### src/pkg/motor_stop_regs.vh
// register offsets, fields, reset values, mode codes and timing of the stop and demag block
// assumes a 10 MHz aclk and a 32-bit AXI4-Lite register port with 4-bit byte addresses
`ifndef MOTOR_STOP_REGS_VH
`define MOTOR_STOP_REGS_VH

`define CTRL_OFFSET        4'h0
`define THRESH_OFFSET      4'h4
`define BRKTIME_OFFSET     4'h8
`define STATUS_OFFSET      4'hC

`define CTRL_DEMAG_BIT     0
`define CTRL_MODE_LSB      1
`define CTRL_MODE_MSB      3
`define THRESH_SPIN_LSB    0
`define THRESH_SPIN_MSB    7
`define THRESH_PIN_LSB     8
`define THRESH_PIN_MSB     15
`define BRKTIME_LSB        0
`define BRKTIME_MSB        15

`define CTRL_RESET         4'h0
`define SPIN_THR_RESET     8'h20
`define PIN_THR_RESET      8'h10
`define BRKTIME_RESET      16'h0064

`define MODE_COAST         3'h0
`define MODE_RECIRC        3'h1
`define MODE_LS_BRAKE      3'h2
`define MODE_HS_BRAKE      3'h3
`define MODE_SPIN_DOWN     3'h4

`define RESP_OKAY          2'h0
`define RESP_SLVERR        2'h2

`define CLK_PERIOD_NS      100
`define BRAKE_TICK_NS      100000
`define BRAKE_TICK_CYC     ((`BRAKE_TICK_NS + `CLK_PERIOD_NS - 1) / `CLK_PERIOD_NS)
`define RECIRC_LSB_NS      2000
`define RECIRC_LSB_CYC     ((`RECIRC_LSB_NS + `CLK_PERIOD_NS - 1) / `CLK_PERIOD_NS)

`endif

### src/verilog/motor_stop_and_demag_control.v
// motor stop sequencer, brake pin handling and active demag gate control with AXI4-Lite registers
// assumes the commutation controller shares aclk; comparators and brake pin arrive asynchronously
//
// Local design decisions: the address map and the AXI4-Lite slave port.
`timescale 1ns/1ps
`include "motor_stop_regs.vh"

// Operation
// - demag on: fet turns on when diode conducts
// - each bridge has high and low comparators
// - commutation current flows through complementary fet
// - mode 000: all six fets off at once
// - mode 001: partial off, recirculate, then off
// - high-side modulation: high off, low kept
// - low-side modulation: low off, high kept
// - mode 010: slow down, low-side brake, off
// - mode 011: slow down, high-side brake, off
// - below threshold: brake without slowing down
// - brake pin: slow down, then low-side brake
// - pin brake lasts until pin goes low
// - mode 100: lower duty, then all off
module motor_stop_and_demag_control (
  input  wire        aclk,
  input  wire        aresetn,
  input  wire [3:0]  s_axi_awaddr,
  input  wire        s_axi_awvalid,
  output wire        s_axi_awready,
  input  wire [31:0] s_axi_wdata,
  input  wire [3:0]  s_axi_wstrb,
  input  wire        s_axi_wvalid,
  output wire        s_axi_wready,
  output wire [1:0]  s_axi_bresp,
  output wire        s_axi_bvalid,
  input  wire        s_axi_bready,
  input  wire [3:0]  s_axi_araddr,
  input  wire        s_axi_arvalid,
  output wire        s_axi_arready,
  output wire [31:0] s_axi_rdata,
  output wire [1:0]  s_axi_rresp,
  output wire        s_axi_rvalid,
  input  wire        s_axi_rready,
  input  wire        stop_request,
  input  wire [7:0]  speed_duty,
  input  wire        highside_modulation,
  input  wire [2:0]  drive_hs,
  input  wire [2:0]  drive_ls,
  input  wire [2:0]  highside_negcurrent_comparator,
  input  wire [2:0]  lowside_negcurrent_comparator,
  input  wire        brake_pin,
  output wire [2:0]  phase_output_hs,
  output wire [2:0]  phase_output_ls,
  output wire        duty_reduce,
  output wire [7:0]  duty_target
);

  localparam S_RUN        = 3'd0;
  localparam S_RECIRC     = 3'd1;
  localparam S_REDUCE     = 3'd2;
  localparam S_BRAKE      = 3'd3;
  localparam S_HIZ        = 3'd4;
  localparam S_PIN_REDUCE = 3'd5;
  localparam S_PIN_BRAKE  = 3'd6;

  localparam [31:0] TICK_LAST_W  = `BRAKE_TICK_CYC - 1;
  localparam [9:0]  TICK_LAST    = TICK_LAST_W[9:0];
  localparam [31:0] RECIRC_LSB_W = `RECIRC_LSB_CYC;
  localparam [15:0] RECIRC_LSB   = RECIRC_LSB_W[15:0];

  ////////////////////////////////////////////////////////////////////////////
  // register storage and AXI4-Lite slave

  reg        awready_q;
  reg        wready_q;
  reg        bvalid_q;
  reg [1:0]  bresp_q;
  reg        arready_q;
  reg        rvalid_q;
  reg [1:0]  rresp_q;
  reg [31:0] rdata_q;
  reg        aw_full_q;
  reg [3:0]  aw_addr_q;
  reg        w_full_q;
  reg [31:0] w_data_q;
  reg [3:0]  w_strb_q;

  reg [3:0]  ctrl_q;
  reg [7:0]  spin_thr_q;
  reg [7:0]  pin_thr_q;
  reg [15:0] brk_time_q;

  reg [2:0]  state_q;
  reg [2:0]  state_d;
  reg [2:0]  mode_q;
  reg [2:0]  gate_hs_q;
  reg [2:0]  gate_ls_q;
  wire       brake_sync;

  wire       wr_fire;
  wire       wr_hit;
  wire       rd_fire;
  reg [31:0] rd_mux;
  reg        rd_hit;

  assign wr_fire = aw_full_q && w_full_q && !bvalid_q;
  assign wr_hit  = (aw_addr_q == `CTRL_OFFSET) || (aw_addr_q == `THRESH_OFFSET) ||
                   (aw_addr_q == `BRKTIME_OFFSET) || (aw_addr_q == `STATUS_OFFSET);
  assign rd_fire = s_axi_arvalid && arready_q;

  always @(posedge aclk) begin
    if (!aresetn) begin
      awready_q <= 1'b0;
      wready_q  <= 1'b0;
      bvalid_q  <= 1'b0;
      bresp_q   <= `RESP_OKAY;
      aw_full_q <= 1'b0;
      aw_addr_q <= 4'h0;
      w_full_q  <= 1'b0;
      w_data_q  <= 32'h0000_0000;
      w_strb_q  <= 4'h0;
    end else begin
      if (!awready_q && !aw_full_q && !bvalid_q) begin
        awready_q <= 1'b1;
      end
      if (!wready_q && !w_full_q && !bvalid_q) begin
        wready_q <= 1'b1;
      end
      if (s_axi_awvalid && awready_q) begin
        aw_addr_q <= s_axi_awaddr;
        aw_full_q <= 1'b1;
        awready_q <= 1'b0;
      end
      if (s_axi_wvalid && wready_q) begin
        w_data_q <= s_axi_wdata;
        w_strb_q <= s_axi_wstrb;
        w_full_q <= 1'b1;
        wready_q <= 1'b0;
      end
      if (wr_fire) begin
        bvalid_q  <= 1'b1;
        bresp_q   <= wr_hit ? `RESP_OKAY : `RESP_SLVERR;
        aw_full_q <= 1'b0;
        w_full_q  <= 1'b0;
      end
      if (bvalid_q && s_axi_bready) begin
        bvalid_q <= 1'b0;
      end
    end
  end

  // writable fields; status is read only and ignores writes
  always @(posedge aclk) begin
    if (!aresetn) begin
      ctrl_q     <= `CTRL_RESET;
      spin_thr_q <= `SPIN_THR_RESET;
      pin_thr_q  <= `PIN_THR_RESET;
      brk_time_q <= `BRKTIME_RESET;
    end else if (wr_fire) begin
      if (aw_addr_q == `CTRL_OFFSET && w_strb_q[0]) begin
        ctrl_q <= w_data_q[3:0];
      end
      if (aw_addr_q == `THRESH_OFFSET) begin
        if (w_strb_q[0]) begin
          spin_thr_q <= w_data_q[`THRESH_SPIN_MSB:`THRESH_SPIN_LSB];
        end
        if (w_strb_q[1]) begin
          pin_thr_q <= w_data_q[`THRESH_PIN_MSB:`THRESH_PIN_LSB];
        end
      end
      if (aw_addr_q == `BRKTIME_OFFSET) begin
        if (w_strb_q[0]) begin
          brk_time_q[7:0] <= w_data_q[7:0];
        end
        if (w_strb_q[1]) begin
          brk_time_q[15:8] <= w_data_q[15:8];
        end
      end
    end
  end

  always @* begin
    rd_mux = 32'h0000_0000;
    rd_hit = 1'b1;
    case (s_axi_araddr)
      `CTRL_OFFSET:    rd_mux[3:0]   = ctrl_q;
      `THRESH_OFFSET:  rd_mux[15:0]  = {pin_thr_q, spin_thr_q};
      `BRKTIME_OFFSET: rd_mux[15:0]  = brk_time_q;
      `STATUS_OFFSET:  rd_mux[12:0]  = {brake_sync, gate_ls_q, gate_hs_q, mode_q, state_q};
      default:         rd_hit        = 1'b0;
    endcase
  end

  always @(posedge aclk) begin
    if (!aresetn) begin
      arready_q <= 1'b0;
      rvalid_q  <= 1'b0;
      rresp_q   <= `RESP_OKAY;
      rdata_q   <= 32'h0000_0000;
    end else begin
      if (!arready_q && !rvalid_q) begin
        arready_q <= 1'b1;
      end
      if (rd_fire) begin
        arready_q <= 1'b0;
        rvalid_q  <= 1'b1;
        rdata_q   <= rd_mux;
        rresp_q   <= rd_hit ? `RESP_OKAY : `RESP_SLVERR;
      end
      if (rvalid_q && s_axi_rready) begin
        rvalid_q <= 1'b0;
      end
    end
  end

  ////////////////////////////////////////////////////////////////////////////
  // pin synchronisers and per-bridge demag merge

  wire [2:0] hs_cmp_sync;
  wire [2:0] ls_cmp_sync;
  wire [2:0] demag_hs;
  wire [2:0] demag_ls;

  sync2 #(.W(7)) u_pin_sync (
    .aclk    (aclk),
    .aresetn (aresetn),
    .din     ({brake_pin, lowside_negcurrent_comparator, highside_negcurrent_comparator}),
    .dout    ({brake_sync, ls_cmp_sync, hs_cmp_sync})
  );

  genvar g;
  generate
    for (g = 0; g < 3; g = g + 1) begin : g_bridge
      half_bridge_demag u_demag (
        .enable   (ctrl_q[`CTRL_DEMAG_BIT]),
        .drive_hs (drive_hs[g]),
        .drive_ls (drive_ls[g]),
        .hs_cmp   (hs_cmp_sync[g]),
        .ls_cmp   (ls_cmp_sync[g]),
        .gate_hs  (demag_hs[g]),
        .gate_ls  (demag_ls[g])
      );
    end
  endgenerate

  ////////////////////////////////////////////////////////////////////////////
  // stop sequencer

  reg        hs_mod_q;
  reg [2:0]  held_hs_q;
  reg [2:0]  held_ls_q;
  reg [15:0] cnt_q;
  reg [9:0]  tick_q;
  reg [2:0]  gate_hs_d;
  reg [2:0]  gate_ls_d;
  reg        reduce_q;
  reg [7:0]  target_q;

  wire [2:0]  mode_sel  = ctrl_q[`CTRL_MODE_MSB:`CTRL_MODE_LSB];
  wire        below_thr = speed_duty <= spin_thr_q;
  wire        below_pin = speed_duty <= pin_thr_q;
  wire [15:0] recirc_n  = {8'h00, speed_duty} * RECIRC_LSB;
  wire        tick_end  = tick_q == TICK_LAST;

  always @* begin
    state_d = state_q;
    case (state_q)
      S_RUN: begin
        if (brake_sync) begin
          state_d = S_PIN_REDUCE;
        end else if (stop_request) begin
          case (mode_sel)
            `MODE_RECIRC:    state_d = S_RECIRC;
            `MODE_LS_BRAKE,
            `MODE_HS_BRAKE:  state_d = below_thr ? S_BRAKE : S_REDUCE;
            `MODE_SPIN_DOWN: state_d = below_thr ? S_HIZ : S_REDUCE;
            default:         state_d = S_HIZ;
          endcase
        end
      end
      S_RECIRC: if (cnt_q == 16'h0000) state_d = S_HIZ;
      S_REDUCE: begin
        if (below_thr) begin
          state_d = (mode_q == `MODE_SPIN_DOWN) ? S_HIZ : S_BRAKE;
        end
      end
      S_BRAKE: if (cnt_q >= brk_time_q) state_d = S_HIZ;
      S_HIZ: if (!stop_request) state_d = S_RUN;
      S_PIN_REDUCE: begin
        if (!brake_sync) begin
          state_d = S_RUN;
        end else if (below_pin) begin
          state_d = S_PIN_BRAKE;
        end
      end
      S_PIN_BRAKE: if (!brake_sync) state_d = S_RUN;
      default: state_d = S_HIZ;
    endcase
  end

  always @(posedge aclk) begin
    if (!aresetn) begin
      state_q   <= S_RUN;
      mode_q    <= `MODE_COAST;
      hs_mod_q  <= 1'b0;
      held_hs_q <= 3'h0;
      held_ls_q <= 3'h0;
      cnt_q     <= 16'h0000;
      tick_q    <= 10'h000;
    end else begin
      state_q <= state_d;
      if (state_q == S_RUN && stop_request && !brake_sync) begin
        mode_q    <= mode_sel;
        hs_mod_q  <= highside_modulation;
        held_hs_q <= drive_hs;
        held_ls_q <= drive_ls;
        // only recirculation preloads; a direct brake must start counting from zero
        cnt_q     <= (mode_sel == `MODE_RECIRC) ? recirc_n : 16'h0000;
      end else if (state_q == S_RECIRC && cnt_q != 16'h0000) begin
        cnt_q <= cnt_q - 16'h0001;
      end else if (state_q == S_BRAKE) begin
        if (tick_end) begin
          cnt_q <= cnt_q + 16'h0001;
        end
      end else begin
        cnt_q <= 16'h0000;
      end
      tick_q <= (state_q != S_BRAKE || tick_end) ? 10'h000 : tick_q + 10'h001;
    end
  end

  always @* begin
    gate_hs_d = 3'h0;
    gate_ls_d = 3'h0;
    case (state_d)
      S_RUN, S_REDUCE, S_PIN_REDUCE: begin
        gate_hs_d = demag_hs;
        gate_ls_d = demag_ls;
      end
      S_RECIRC: begin
        if ((state_q == S_RUN) ? highside_modulation : hs_mod_q) begin
          gate_ls_d = (state_q == S_RUN) ? drive_ls : held_ls_q;
        end else begin
          gate_hs_d = (state_q == S_RUN) ? drive_hs : held_hs_q;
        end
      end
      S_BRAKE: begin
        if ((state_q == S_RUN ? mode_sel : mode_q) == `MODE_HS_BRAKE) begin
          gate_hs_d = 3'h7;
        end else begin
          gate_ls_d = 3'h7;
        end
      end
      S_PIN_BRAKE: gate_ls_d = 3'h7;
      default: begin
        gate_hs_d = 3'h0;
        gate_ls_d = 3'h0;
      end
    endcase
  end

  always @(posedge aclk) begin
    if (!aresetn) begin
      gate_hs_q <= 3'h0;
      gate_ls_q <= 3'h0;
      reduce_q  <= 1'b0;
      target_q  <= 8'h00;
    end else begin
      gate_hs_q <= gate_hs_d;
      gate_ls_q <= gate_ls_d;
      reduce_q  <= (state_d == S_REDUCE) || (state_d == S_PIN_REDUCE);
      target_q  <= (state_d == S_PIN_REDUCE) ? pin_thr_q : spin_thr_q;
    end
  end

  assign s_axi_awready   = awready_q;
  assign s_axi_wready    = wready_q;
  assign s_axi_bvalid    = bvalid_q;
  assign s_axi_bresp     = bresp_q;
  assign s_axi_arready   = arready_q;
  assign s_axi_rvalid    = rvalid_q;
  assign s_axi_rresp     = rresp_q;
  assign s_axi_rdata     = rdata_q;
  assign phase_output_hs = gate_hs_q;
  assign phase_output_ls = gate_ls_q;
  assign duty_reduce     = reduce_q;
  assign duty_target     = target_q;

endmodule // motor_stop_and_demag_control

### src/verilog/sync2.v
// two flip-flop synchroniser for a bus of independent levels
// assumes each bit is a slow level from outside the aclk domain
`timescale 1ns/1ps

module sync2 #(
  parameter W = 1
) (
  input  wire         aclk,
  input  wire         aresetn,
  input  wire [W-1:0] din,
  output wire [W-1:0] dout
);

  reg [W-1:0] meta_q;
  reg [W-1:0] sync_q;

  always @(posedge aclk) begin
    if (!aresetn) begin
      meta_q <= {W{1'b0}};
      sync_q <= {W{1'b0}};
    end else begin
      meta_q <= din;
      sync_q <= meta_q;
    end
  end

  assign dout = sync_q;

endmodule // sync2

### src/verilog/half_bridge_demag.v
// active demagnetization gate merge for one half-bridge
// assumes commutation commands and synchronised comparator levels on aclk
`timescale 1ns/1ps

module half_bridge_demag (
  input  wire enable,
  input  wire drive_hs,
  input  wire drive_ls,
  input  wire hs_cmp,
  input  wire ls_cmp,
  output wire gate_hs,
  output wire gate_ls
);

  wire want_hs;
  wire want_ls;

  // a tripped comparator means its own fet's body diode conducts
  assign want_hs = drive_hs | (enable & hs_cmp & ~drive_ls);
  assign want_ls = drive_ls | (enable & ls_cmp & ~drive_hs);

  // never both fets of one bridge unless both are commanded; fall back to the plain command
  assign gate_hs = (want_hs & want_ls) ? drive_hs : want_hs;
  assign gate_ls = (want_hs & want_ls) ? drive_ls : want_ls;

endmodule // half_bridge_demag

### config.mk
export PLATFORM = sky130hd
export DESIGN_NAME = motor_stop_and_demag_control
export DESIGN_NICKNAME = d
export VERILOG_FILES = /design/src/verilog/motor_stop_and_demag_control.v /design/src/verilog/sync2.v /design/src/verilog/half_bridge_demag.v
export VERILOG_INCLUDE_DIRS = /design/src /design/src/pkg
export SDC_FILE = /design/constraint.sdc
export NUM_CORES = 1
export LEC_CHECK = 0
export ABC_AREA = 1
export BUFFER_PORTS_ARGS = -buffer_cell sky130_fd_sc_hd__clkbuf_2
export CAP_MARGIN = 0
export CELL_PAD_IN_SITES_DETAIL_PLACEMENT = 0
export CELL_PAD_IN_SITES_GLOBAL_PLACEMENT = 1
export CORE_MARGIN = 2
export CORE_UTILIZATION = 44
export DETAILED_ROUTE_END_ITERATION = 16
export HOLD_SLACK_MARGIN = 0.03
export PLACE_DENSITY_LB_ADDON = 0.1
export SLEW_MARGIN = 30
export SYNTH_ARGS = -nofsm -noshare
export SYNTH_HDL_FRONTEND = slang
export SYNTH_HIERARCHICAL = 1
export SYNTH_SLANG_ARGS = --single-unit
### constraint.sdc
create_clock -name aclk -period 3.8 [get_ports aclk]
set_clock_uncertainty 0.05 [all_clocks]
set_input_delay 0.19 -clock aclk [delete_from_list [all_inputs] [get_ports aclk]]
set_output_delay 0.19 -clock aclk [all_outputs]
set_load 0.03 [all_outputs]
---- After elaboration in Yosys (flattened, before gate mapping) ----
Cells that the tools add are included.
storage, ports and cells
  word-level logic and storage cells ...... 184
  bits in registers ....................... 153
cells by class
  $mul .................................... 1
  $add $sub $neg .......................... 3
  bitwise logic cells ..................... 28
  reductions and logical operators ........ 50
  muxes and demuxes ....................... 42
  eq/ne operators ......................... 26
  $lt $le $gt $ge ......................... 3
operator list
  kind                                                 count
  two-way mux 16 bit                                   4
  two-way mux 3 bit                                    18
  case mux 9 bit (3 select lines)                      1
  equality test 3 x 2 -> 1 bit, second input constant  7
  equality test 3 bit, second input constant           7
  case mux 3 bit (7 select lines)                      1
  case mux 3 bit (3 select lines)                      2
  adder 16 x 1 -> 16 bit, second input constant        1
  equality test 4 bit, second input constant           4
  greater-or-equal comparator 16 bit                   1
  less-or-equal comparator 8 bit                       2
  logical AND 1 bit                                    16
  zero test 16 bit                                     1
  case mux 4 bit (4 select lines)                      1
  nonzero test 16 bit                                  1
  OR reduction 2 bit                                   8
  subtractor 16 x 1 -> 16 bit, second input constant   1
  AND 1 bit                                            15
  two-way mux 13 bit                                   1
  case mux 3 bit (4 select lines)                      1
  AND reduction 3 bit                                  4
  multiplier 8 x 3 -> 11 bit, second input constant    1
  adder 10 x 1 -> 10 bit, second input constant        1
  equality test 10 bit, second input constant          1
  other kinds (17)                                     53

---- Logic depth before layout (Yosys ltp) ----
Gate-level depths: netlist of the first run.
  word-level depth ........................ 9
  gate-level depth with buffers ........... 22
  depth with buffers taken out ............ 21

---- Hierarchy ----
The synthesis of the first run kept the hierarchy.
modules (own cells, without submodules)
  module                        seq. area each (sq um)  cells each  times used  area each (sq um)
  motor_stop_and_demag_control  2742.6                  1083        1           7749.9
  sync2                         280.3                   43          1           396.6
  half_bridge_demag             0.0                     8           3           47.5

---- Worst setup path before layout of the first run ----
No wires, ideal clock.
  path type ............................... register to register
  start point ............................. reg cnt_q[11]
  end point ............................... reg target_q[6], in the netlist duty_target[6]
  stages on the path, launching flop included .. 12
  data required time ...................... 3.631 ns
  period minus slack after synthesis ...... 2.101 ns
  library setup time ...................... 0.119 ns
  path buffers ............................ 1
  arrival time ............................ 1.932 ns
  path slack .............................. 1.699 ns
  cells stage by stage .................... dfxtp_1 -> ha_1 -> nand4_1 -> nor3_1 -> nand3_1 -> nand4_2 -> nand2_1 -> nor2_8 -> nand3_4 -> buf_6 -> o21ai_1 -> a21oi_1
between the ends
  longest elaborated chain between the ends .. 5
ends and longest elaborated chain
  item                                                                    RTL line                                                                RTL
  from (decl)                                                             motor_stop_and_demag_control.v:250                                      reg [15:0] cnt_q;
  from (signal assigned)                                                  motor_stop_and_demag_control.v:316                                      cnt_q <= (mode_sel == `MODE_RECIRC) ? recirc_n : 16'h0000;
  from (signal assigned)                                                  motor_stop_and_demag_control.v:318                                      cnt_q <= cnt_q - 16'h0001;
  from (signal assigned)                                                  motor_stop_and_demag_control.v:321                                      cnt_q <= cnt_q + 16'h0001;
  greater-or-equal comparator 16 bit or zero test 16 bit (tied branches)  motor_stop_and_demag_control.v:285, motor_stop_and_demag_control.v:279
  two-way mux 3 bit (on tied branches)                                    motor_stop_and_demag_control.v:285, motor_stop_and_demag_control.v:279
  case mux 3 bit (7 select lines) *                                       motor_stop_and_demag_control.v:265                                      case (state_q)
  equality test 3 bit *                                                   motor_stop_and_demag_control.v:370                                      target_q <= (state_d == S_PIN_REDUCE) ? pin_thr_q : spin_thr_q;
  two-way mux 8 bit *                                                     motor_stop_and_demag_control.v:370
  to (signal assigned)                                                    motor_stop_and_demag_control.v:370
  to (decl)                                                               motor_stop_and_demag_control.v:255                                      reg [7:0] target_q;
Mark *: on every way between the ends. The rest lies on a longest branch, timed or not.
A chain may end at the register's enable or synchronous reset.

---- Worst setup path after layout of the first run ----
  start point ............................. reg spin_thr_q[6]
  end point ............................... reg target_q[0], in the netlist duty_target[0]
between the ends
  longest elaborated chain between the ends .. 8
ends and longest elaborated chain
  item                                                    RTL line                                                                RTL
  from (decl)                                             motor_stop_and_demag_control.v:87                                       reg [7:0] spin_thr_q;
  from (signal assigned)                                  motor_stop_and_demag_control.v:154                                      spin_thr_q <= `SPIN_THR_RESET;
  from (signal assigned)                                  motor_stop_and_demag_control.v:163                                      spin_thr_q <= w_data_q[`THRESH_SPIN_MSB:`THRESH_SPIN_LSB];
  less-or-equal comparator 8 bit *                        motor_stop_and_demag_control.v:258                                      wire below_thr = speed_duty <= spin_thr_q;
  two-way mux 1 bit or two-way mux 3 bit (tied branches)  motor_stop_and_demag_control.v:273, motor_stop_and_demag_control.v:274
  case mux 3 bit (3 select lines)                         motor_stop_and_demag_control.v:270                                      case (mode_sel)
  two-way mux 3 bit                                       motor_stop_and_demag_control.v:269                                      end else if (stop_request) begin
  two-way mux 3 bit                                       motor_stop_and_demag_control.v:267                                      if (brake_sync) begin
  case mux 3 bit (7 select lines) *                       motor_stop_and_demag_control.v:265
  equality test 3 bit *                                   motor_stop_and_demag_control.v:370
  two-way mux 8 bit *                                     motor_stop_and_demag_control.v:370
Marks and branches as above.

==> results of run 1 <==
==> layout by cell type (no fill, tap or decap), types with 3 or more instances in the layout <==
cell             n
conb_1          18
clkbuf_2        92
a211oi_1         5
a21oi_1        113
nand2_4          3
inv_2           10
o221ai_1        11
ha_1            47
nand2_2          8
nand3_2          8
buf_4            7
xor2_1          10
dfxtp_1        151
o21ai_1          6
dlygate4sd3_1   37
a31oi_1          5
o21ai_0        109
nand4_1         16
nand3_1         47
o21bai_2         6
nor2_1         125
clkbuf_16       17
nand2_1        172
nor3_1          18
inv_1          161
inv_6            5
a221oi_1         3
or2_2            3
nor2_4           4
o211ai_1         8
nor3b_1          3
o21a_1           3
nor2_2          11
==> where the power goes <==
part,internal (uW),switching (uW)
Combinational,203,392
Sequential,1650,54.7
Clock,1000,748
Total,2860,1190
==> repair_timing <==
action,4_1_cts,5_1_grt
hold endpoints to repair,36,0
setup buffers,0,0
hold buffers,37,0
==> worst max-delay path, cell delays in order, from the launching register on <==
cell and delay, ps:
dfxtp_1 320, inv_1 130, ha_1 310, nand2_1 60, nor2_1 160, nand4_1 240, nand2_1 170, nand2_1 80
nand2_1 110, nand2_2 100, nor2_8 180, nand3_4 210, o21ai_0 210, a21oi_1 80
==> flip-flops by register name, indices dropped and copies added (netlist names), 2 cells and up <==
signal             flops
pin_thr_q              8
u_pin_sync/meta_q      7
state_q                3
spin_thr_q             8
phase_output_ls        3
ctrl_q                 4
u_pin_sync/dout        7
w_data_q              16
tick_q                10
held_hs_q              3
phase_output_hs        3
w_strb_q               2
aw_addr_q              4
brk_time_q            16
held_ls_q              3
cnt_q                 16
s_axi_rdata           16
mode_q                 3
duty_target            8
==> cell families after synthesis <==
group / after synthesis / synth area share
compound gates: 282 / 0.191
buf+inv: 228 / 0.117
simple gates: 429 / 0.242
fa+ha+maj: 48 / 0.0734
xor+xnor: 11 / 0.0116
flops: 151 / 0.365
other cells: 1 / 0.000452
==> area by class of cell <==
type                       instances  area [um2]  area share
clock buffer                      18         439      0.0448
timing repair buffer             137         888      0.0905
clock inverter                    13         159      0.0162
tap                              234         293      0.0298
sequential                       151        3020       0.308
inverter                         173         649      0.0662
multi-input combinational        788        4360       0.444
==> final timing paths <==
kind                                                       from                       endpoint  slack, ps  cells past startpoint
worst min register to register  u_pin_sync/meta_q[0]$_SDFF_PN0_  u_pin_sync/dout[0]$_SDFF_PN0_        360                      2
worst max-delay path                 spin_thr_q[6]$_SDFFE_PN0P_      duty_target[0]$_SDFF_PN0_       1260                     13
worst max register to register       spin_thr_q[6]$_SDFFE_PN0P_      duty_target[0]$_SDFF_PN0_       1260                     13
worst min-delay path                                drive_ls[0]      held_ls_q[0]$_SDFFE_PN0P_         40                      3
==> metal layers <==
metal  routed length (um)  part of all wire
met1                11200              0.49
met2                10300              0.45
met3                  955             0.042
met4                  505             0.022
met5                    0                 0
==> per-stage QoR <==
| stage | utilization | setup slack (ps) | total power [uW] | instances |
|---|---|---|---|---|
| 2_1_floorplan | - | 1700 | 2160 | 1167 |
| 6_report | 0.528 | 1260 | 4050 | 1514 |
| 5_1_grt | 0.528 | 1020 | 4240 | 1514 |
| 4_1_cts | 0.528 | 1210 | 4090 | 1514 |
| 3_3_place_gp | 0.476 | 1280 | 2300 | 1446 |
| 3_5_place_dp | 0.476 | 1240 | 2310 | 1446 |
==> flow_summary.yaml, run 1 <==
clock_network:
  clock_sinks: 151
  cts-resized-gates: 0
  clkTransAtPathRegs_ps: 70
  cts_max_path_buffers: 2
  cts_buffers: 17
  htree_num_levels: 4
  cts_tree: "yes"
  root_buffer: "clkbuf_16"
  clk_latency_ps: 430
cells_and_area:
  drive_above_1_share: 0.151
  diodes: 0
  fillers: 1918
  fin_area_mm2: 0.00981
  syn2layout_area_growth_pct: 18.4
  nets: 1390
critical_path:
  worstSetupEndpointType: "flop"
  cp_data_arrival_time_ps: 2790
  cp.required_ps: 4050
  critPathKind: "flop to flop"
  crit_path_start_kind: "flop"
  critical_path.max_fanout: 16
global_route:
  overflow: 0
  antenna_found_initial: 0
  grt_pass1_wl_um: 37100
  grt_util_met1: 0.326
  busiest_layer: "met2"
  grt_use_total: 0.236
  met2_usage: 0.378
  met3_usage: 0.0462
  grt_start_max_net_pins: 56
  grt_pass1_vias: 6971
placement:
  gp_congestion: 0.850
  portBuffers: 93
  postPlaceCellArea_mm2: 0.00884
  place_hpwl_um: 17200
floorplanning:
  initial_utilization: 0.446
  die-area_mm2: 0.0200
  die_x_um: 141
  io_pins: 130
  die_h_um: 141
  coreArea_mm2: 0.0186
  core.rowCount: 50
route:
  vias: 7599
  drt_first_pass_iters: 7
  drc: 0
  drt_iter0_drc: 453
  ant_nets: 0
  wirelength_um: 22900
  drt-vias-per-instance: 5.02
  wl_per_cell_um: 15.2
sta:
  min_period_ps: 2540
  rsz0062_at_grt: "false"
  slew_headroom: 0.380
  worst_slew_pin_slew_ps: 924
  setup_tns_ps: 0
  drv_slew: 0
  post-route-period-util: 0.668
  setup_viol: 0
  final_hold_viol_count: 0
  whs_ps: 43.5
  fmax_mhz: 394
synthesis:
  ys_top_cells_by_area: "dfxtp_1, nand2_1, inv_1, ha_1, a21oi_1"
  syn_avg_cell_area_um2: 7.21
  synthCells: 1150
  synth_edf_count: 0
  dominantRegCellSynth: "dfxtp_1"
  synthArstFlopShare: 0
  yosysMostFrequentCell: "nand2_1"
  ys_seq_area_frac: 0.365
  yosys_register_bits: 151
  synth_common_cells: "nand2_1, inv_1, dfxtp_1"
  netlist.area_leader.share: 0.365
  syn_area_mm2: 0.00829
  yosysTopAreaCell: "dfxtp_1"
  ys_types: 54
  yosysWarnings: 6
pwr:
  ir_drop_mv: 0.347
  p_leak_uw: 0.00458
  p_per_area_mw_per_mm2: 413
worst_hold_path:
  min_path_type: "input pin to flop"
run:
  drv_cap: 0
status:
  status: "complete, no violations"
Note: power is estimated with default switching activity, not from simulation.
==> run 2, diff against run 1 <==
--- a/config.mk
+++ b/config.mk
@@ -12,7 +12,7 @@
 export CELL_PAD_IN_SITES_DETAIL_PLACEMENT = 0
 export CELL_PAD_IN_SITES_GLOBAL_PLACEMENT = 1
 export CORE_MARGIN = 2
-export CORE_UTILIZATION = 44
+export CORE_UTILIZATION = 41
 export DETAILED_ROUTE_END_ITERATION = 16
 export HOLD_SLACK_MARGIN = 0.03
 export PLACE_DENSITY_LB_ADDON = 0.1
==> constraint.sdc (replaced) <==
create_clock -name aclk -period 2.49 [get_ports aclk]
set_clock_uncertainty 0.05 [all_clocks]
set_input_delay 0.1245 -clock aclk [delete_from_list [all_inputs] [get_ports aclk]]
set_output_delay 0.1245 -clock aclk [all_outputs]
set_load 0.03 [all_outputs]
==> run 2 against run 1 <==
Global-route usage decreased by 0.95 points. Worst setup slack got worse by 1100 ps. Combinational power increased by 73%. Wire length increased by 7.2%. Worst hold slack improved by 56 ps. Non-clock buffer count increased by 47. Largest cell class unchanged. Die area increased by 7.1%. Sequential share of layout area decreased by 1.5 points. Critical path type unchanged.
==> flow_summary.yaml, run 2 (synthesis gave the netlist of run 1 again) <==
route:
  vias: 7841
  wl_per_cell_um: 15.4
  drt-vias-per-instance: 4.90
  drt_iter0_drc: 419
  drt_first_pass_iters: 5
  wirelength_um: 24600
  ant_nets: 0
  drc: 0
worst_hold_path:
  holdPathStages: 3
  whs_endpoint: "aw_addr_q[2]$_SDFFE_PN0P_"
  min_path_type: "input pin to flop"
  min_from: "s_axi_awvalid"
critical_path:
  reg2reg_depth: 15
  worstSetupEndpointType: "flop"
  critPathKind: "flop to flop"
  r2r_end: "phase_output_hs[0]$_SDFF_PN0_"
  crit_path_start_kind: "flop"
  r2r_slack_ps: 150
  reg2reg_from: "spin_thr_q[5]$_SDFFE_PN1P_"
  critical_path.max_fanout: 5
  cp_data_arrival_time_ps: 2580
  cp.required_ps: 2730
placement:
  place_hpwl_um: 18000
  placed_cells: 1519
  portBuffers: 93
  gp_congestion: 0.845
sta:
  worst_slew_pin_slew_ps: 718
  drv_slew: 0
  whs_ps: 99.7
  setup_viol: 0
  min_period_ps: 2340
  post-route-period-util: 0.941
  slew_headroom: 0.521
  final_hold_viol_count: 0
  fmax_mhz: 427
floorplanning:
  coreArea_mm2: 0.0200
  die_x_um: 146
  io_pins: 130
  die-area_mm2: 0.0214
  core.rowCount: 52
  die_h_um: 146
  initial_utilization: 0.414
pwr:
  p_sw_uw: 1890
  internal_power_uw: 4440
  clkPwrFrac: 0.426
  seq_power_share: 0.411
  p_per_area_mw_per_mm2: 613
  p_leak_uw: 0.00484
  ir_drop_mv: 0.414
  p_sw_frac: 0.299
  pwr-share-comb: 0.163
cells_and_area:
  utilization: 0.515
  drive_above_1_share: 0.188
  final_cell_mix: "nand2_1, inv_1, dfxtp_1, nor2_1, a21oi_1"
  diodes: 0
  fin_cells: 1599
  nets: 1439
  syn2layout_area_growth_pct: 24.5
  fillers: 2054
  layout_commonest_cell: "nand2_1"
  register_area_mm2: 0.00302
  multi_input_area_mm2: 0.00445
clock_network:
  clk_latency_ps: 420
  cts_buffers: 17
  root_buffer: "clkbuf_16"
  clkTransAtPathRegs_ps: 70
  cts_max_path_buffers: 2
  cts_tree: "yes"
  htree_num_levels: 4
  clock_sinks: 151
global_route:
  grt_use_total: 0.227
  grt_pass1_vias: 7272
  antenna_found_initial: 0
  grt_start_max_net_pins: 110
  grt_pass1_wl_um: 38100
  overflow: 0
status:
  status: "complete, no violations"
run:
  drv_cap: 0
-- run 2: cell count changes in the layout (fill, tap and decap cells not counted), moves of 2 or more --
cell / previous run / this run
buf_4: 7 / 50
dlygate4sd3_1: 37 / 40
nand2_1: 172 / 168
o21ai_0: 109 / 104
clkinv_4: 2 / 0
nand2_2: 8 / 11
nor2_1: 125 / 123
o21ai_1: 6 / 11
nand3_4: 2 / 5
-- run 2: critical path: stages (launching register included) --
cell	delay (ps)
dfxtp_1	310
inv_1	60
ha_1	290
nand2_1	70
nor2_2	130
nand4_1	270
nand2_1	190
nand3_1	100
nand2_1	130
nor2_4	50
nand3_4	150
nand3_4	120
nand2_4	100
nor2_2	30
nor2_1	110
nor2_1	40
-- run 2: layout make-up --
type / count / area share
clock inverters: 13 / 0.0155
flip-flops and latches: 151 / 0.293
clock buffers: 18 / 0.0425
inverters: 173 / 0.0631
repair buffers: 184 / 0.122
multi-input cells: 790 / 0.431
well taps: 270 / 0.0327
-- run 2: layer usage --
layer	track usage	vias up	wire length (um)
met5	0	-	0
met4	0.0626	0	556
met3	0.0438	33	986
met2	0.377	181	11400
met1	0.302	3525	11700
li1	-	4102	-
-- run 2: power by group through the flow --
stage	clock [uW]	combinational (uW)	sequential (uW)
6_report	2700	1030	2600
3_5_place_dp	0	906	2650
2_1_floorplan	0	595	2700
5_1_grt	2850	1140	2610
3_3_place_gp	0	902	2650
4_1_cts	2740	958	2600
-- run 2: how the worst max path moves through the flow --
stage | startpoint | slack [ps] | to | depth (start not counted)
floorplan | cnt_q[11]$_SDFFE_PN0P_ | 390 | duty_target[6]$_SDFF_PN0_ | 11
global placement | spin_thr_q[7]$_SDFFE_PN0P_ | 70 | duty_target[0]$_SDFF_PN0_ | 13
detailed placement | spin_thr_q[7]$_SDFFE_PN0P_ | 50 | duty_target[7]$_SDFF_PN0_ | 13
CTS | spin_thr_q[7]$_SDFFE_PN0P_ | 30 | duty_target[7]$_SDFF_PN0_ | 13
global route | spin_thr_q[5]$_SDFFE_PN1P_ | -3 | phase_output_ls[2]$_SDFF_PN0_ | 17
finish | spin_thr_q[5]$_SDFFE_PN1P_ | 150 | phase_output_hs[0]$_SDFF_PN0_ | 15
-- run 2: what timing repair did --
action                                 in CTS  in global routing
setup endpoints to repair                   0                 15
endpoints found under the hold margin      39                  0
resized for setup                           0                 23
setup buffers                               0                  7
hold buffers                               40                  0
-- run 2: metrics by stage --
step	worst slack (ps)	power (uW)	cell area (um2)	setup TNS (ps)
floorplan	389	3290	8350	0
global placement	73.4	3560	9180	0
detailed placement	50.0	3560	9180	0
CTS	30.6	6300	10200	0
global route	-2.78	6610	10300	-3.95
finish	147	6330	10300	0
==> run 3, diff against run 2 <==
--- a/config.mk
+++ b/config.mk
@@ -6,16 +6,16 @@
 export SDC_FILE = /design/constraint.sdc
 export NUM_CORES = 1
 export LEC_CHECK = 0
-export ABC_AREA = 1
 export BUFFER_PORTS_ARGS = -buffer_cell sky130_fd_sc_hd__clkbuf_2
 export CAP_MARGIN = 0
 export CELL_PAD_IN_SITES_DETAIL_PLACEMENT = 0
 export CELL_PAD_IN_SITES_GLOBAL_PLACEMENT = 1
 export CORE_MARGIN = 2
-export CORE_UTILIZATION = 41
+export CORE_UTILIZATION = 42
 export DETAILED_ROUTE_END_ITERATION = 16
 export HOLD_SLACK_MARGIN = 0.03
 export PLACE_DENSITY_LB_ADDON = 0.1
+export SETUP_SLACK_MARGIN = 0.4
 export SLEW_MARGIN = 30
 export SYNTH_ARGS = -nofsm -noshare
 export SYNTH_HDL_FRONTEND = slang
==> constraint.sdc (replaced) <==
create_clock -name aclk -period 2.49 [get_ports aclk]
set_clock_uncertainty 0.05 [all_clocks]
set_input_delay 0.249 -clock aclk [delete_from_list [all_inputs] [get_ports aclk]]
set_output_delay 0.249 -clock aclk [all_outputs]
set_load 0.03 [all_outputs]
==> run 3 against run 2 <==
The flow now finishes with violations (negative setup slack). Synthesized cell count decreased by 15%. Via count fell by 2.3%. Non-clock buffer count is 66 higher. Fmax decreased by 13%. Critical endpoint is now phase_output_ls[1]$_SDFF_PN0_. Sequential cell count unchanged. Critical path depth fell by 3. Sequential share of layout area shrank 1.3 points. Worst hold slack got worse by 51 ps. Final cell count shrank 10%.
==> flow_summary.yaml, run 3 <==
sta:
  fmax_mhz: 372
  min_period_ps: 2690
  worst_slew_pin_slew_ps: 853
  setup_tns_ps: -3900
  drv_slew: 0
  rsz0062_at_grt: "true"
  final_hold_viol_count: 0
  slew_headroom: 0.431
  whs_ps: 48.7
  finalWorstSetupSlack_ps: -202
  post-route-period-util: 1.08
  setup_viol: 28
floorplanning:
  io_pins: 130
  die_h_um: 142
  die-area_mm2: 0.0203
  initial_utilization: 0.429
  die_x_um: 142
  core.rowCount: 50
  coreArea_mm2: 0.0188
placement:
  placed_cells: 1349
  place_hpwl_um: 18200
  dp_slack_ps: -288
  portBuffers: 93
  gp_congestion: 0.816
cells_and_area:
  drive_above_1_share: 0.283
  final_cell_mix: "dfxtp_1, nand2_1, buf_4, clkbuf_2, nor2_1"
  diodes: 0
  nets: 1309
  syn2layout_area_growth_pct: 34.8
  layout_commonest_cell: "dfxtp_1"
  fin_cells: 1434
clock_network:
  root_buffer: "clkbuf_16"
  clkTransAtPathRegs_ps: 60
  cts_tree: "yes"
  cts_max_path_buffers: 2
  cts_buffers: 17
  clk_latency_ps: 430
  htree_num_levels: 4
  clock_sinks: 151
critical_path:
  crit_path_start_kind: "flop"
  r2r_end: "phase_output_ls[1]$_SDFF_PN0_"
  cp.required_ps: 2800
  critical_path.max_fanout: 4
  reg2reg_depth: 12
  reg2reg_from: "spin_thr_q[1]$_SDFFE_PN0P_"
  cp_data_arrival_time_ps: 3010
  critPathKind: "flop to flop"
  r2r_slack_ps: -200
  worstSetupEndpointType: "flop"
synthesis:
  syn_area_mm2: 0.00805
  dominantRegCellSynth: "dfxtp_1"
  synthCells: 975
  synthArstFlopShare: 0
  synth_edf_count: 0
  synth_common_cells: "dfxtp_1, nand2_1, nor2_1"
  yosysTopAreaCell: "dfxtp_1"
  yosysMostFrequentCell: "dfxtp_1"
  syn_avg_cell_area_um2: 8.25
  ys_top_cells_by_area: "dfxtp_1, ha_1, nand2_1, mux2i_1, a21oi_1"
  yosysWarnings: 6
  ys_types: 72
  yosys_register_bits: 151
  ys_seq_area_frac: 0.376
  netlist.area_leader.share: 0.376
status:
  violations: "negative setup slack"
  status: "complete, but fails checks"
route:
  drt_iter0_drc: 432
  wl_per_cell_um: 17.5
  drt_first_pass_iters: 5
  ant_nets: 0
  vias: 7657
  drt-vias-per-instance: 5.34
  wirelength_um: 25100
  drc: 0
global_route:
  grt_use_total: 0.251
  grt_pass1_wl_um: 39200
  grt_pass1_vias: 7182
  overflow: 0
  grt_start_max_net_pins: 78
  antenna_found_initial: 0
pwr:
  p_total_uw: 5860
  ir_drop_mv: 0.529
  p_leak_uw: 0.00468
  p_per_area_mw_per_mm2: 540
worst_hold_path:
  holdPathStages: 3
  min_path_type: "input pin to flop"
  min_from: "drive_ls[1]"
  whs_endpoint: "held_ls_q[1]$_SDFFE_PN0P_"
run:
  drv_cap: 0
## run 3: cell types whose count changed after synthesis, moves of 15 or more
cell / delta
inv_1: -116
o21ai_0: -70
mux2i_1: +43
nand2_1: -33
nor2_1: -31
a21oi_1: -30
nand3_1: -26
clkbuf_1: +25
a22oi_1: +15
## run 3: routing by layer
| layer | up-vias | global-route usage | part of all wire |
|---|---|---|---|
| met5 | - | 0 | 0 |
| met4 | 0 | 0.0776 | 0.016 |
| met3 | 28 | 0.0350 | 0.051 |
| met2 | 220 | 0.397 | 0.45 |
| met1 | 3590 | 0.356 | 0.48 |
| li1 | 3819 | - | - |
## run 3: power by group
group	leakage [uW]	switching [uW]	internal, uW
Combinational	0.00317	399	291
Clock	0.000286	1130	1500
Sequential	0.00123	59.7	2470
Total	0.00468	1590	4270
## run 3: area by class of cell
type                       count  area, um2
inverter                      46        175
timing repair buffer         250       1790
sequential                   151       3030
tap                          234        293
multi-input combinational    721       4960
fill                        1766       7930
clock inverter                14        164
clock buffer                  18        429
## run 3: repair_timing
item,in CTS,in global routing
gates cloned,1,0
setup endpoints to repair,34,39
resized for setup,49,39
hold endpoints to repair,35,0
setup buffers,9,8
hold buffers,35,0
pin swaps,30,18
## run 3: through the flow
step	cell area [um2]	utilization
finish	10800	0.578
global route	10800	0.578
CTS	10600	0.565
detailed placement	9340	0.498
global placement	9340	0.498
floorplan	8170	-
## run 3: cells by family (layout without fill, tap and decap cells)
family	after synthesis	count (layout)	share of synthesized area
buffers and inverters	120	328	0.0678
XOR/XNOR	20	20	0.0218
AO/OA/AOI/OAI	223	223	0.179
flip-flops	151	151	0.376
AND/OR/NAND/NOR	364	364	0.213
other	1	18	0.000466
adder cells (fa/ha/maj)	48	48	0.0756
multiplexers	48	48	0.0661
## run 3: worst max-delay path by stage
stage	from	slack [ps]	end
after floorplan	cnt_q[5]$_SDFFE_PN0P_	-290	duty_target[7]$_SDFF_PN0_
after global placement	brk_time_q[13]$_SDFFE_PN0P_	-270	phase_output_ls[2]$_SDFF_PN0_
after detailed placement	brk_time_q[13]$_SDFFE_PN0P_	-290	phase_output_ls[1]$_SDFF_PN0_
after CTS	cnt_q[4]$_SDFFE_PN0P_	-210	phase_output_ls[1]$_SDFF_PN0_
after global routing	spin_thr_q[1]$_SDFFE_PN0P_	-320	phase_output_ls[1]$_SDFF_PN0_
final	spin_thr_q[1]$_SDFFE_PN0P_	-200	phase_output_ls[1]$_SDFF_PN0_
## run 3: worst max-delay path, stage by stage, from the launching register on
cell      delay, ps
dfxtp_1         370
inv_1            60
ha_1            280
nor2b_1         130
o211ai_1        250
a21oi_4         110
or3_4           400
nand3_4          80
buf_12          120
buf_6           100
nand2_2          60
or4_1           480
a31oi_1         130
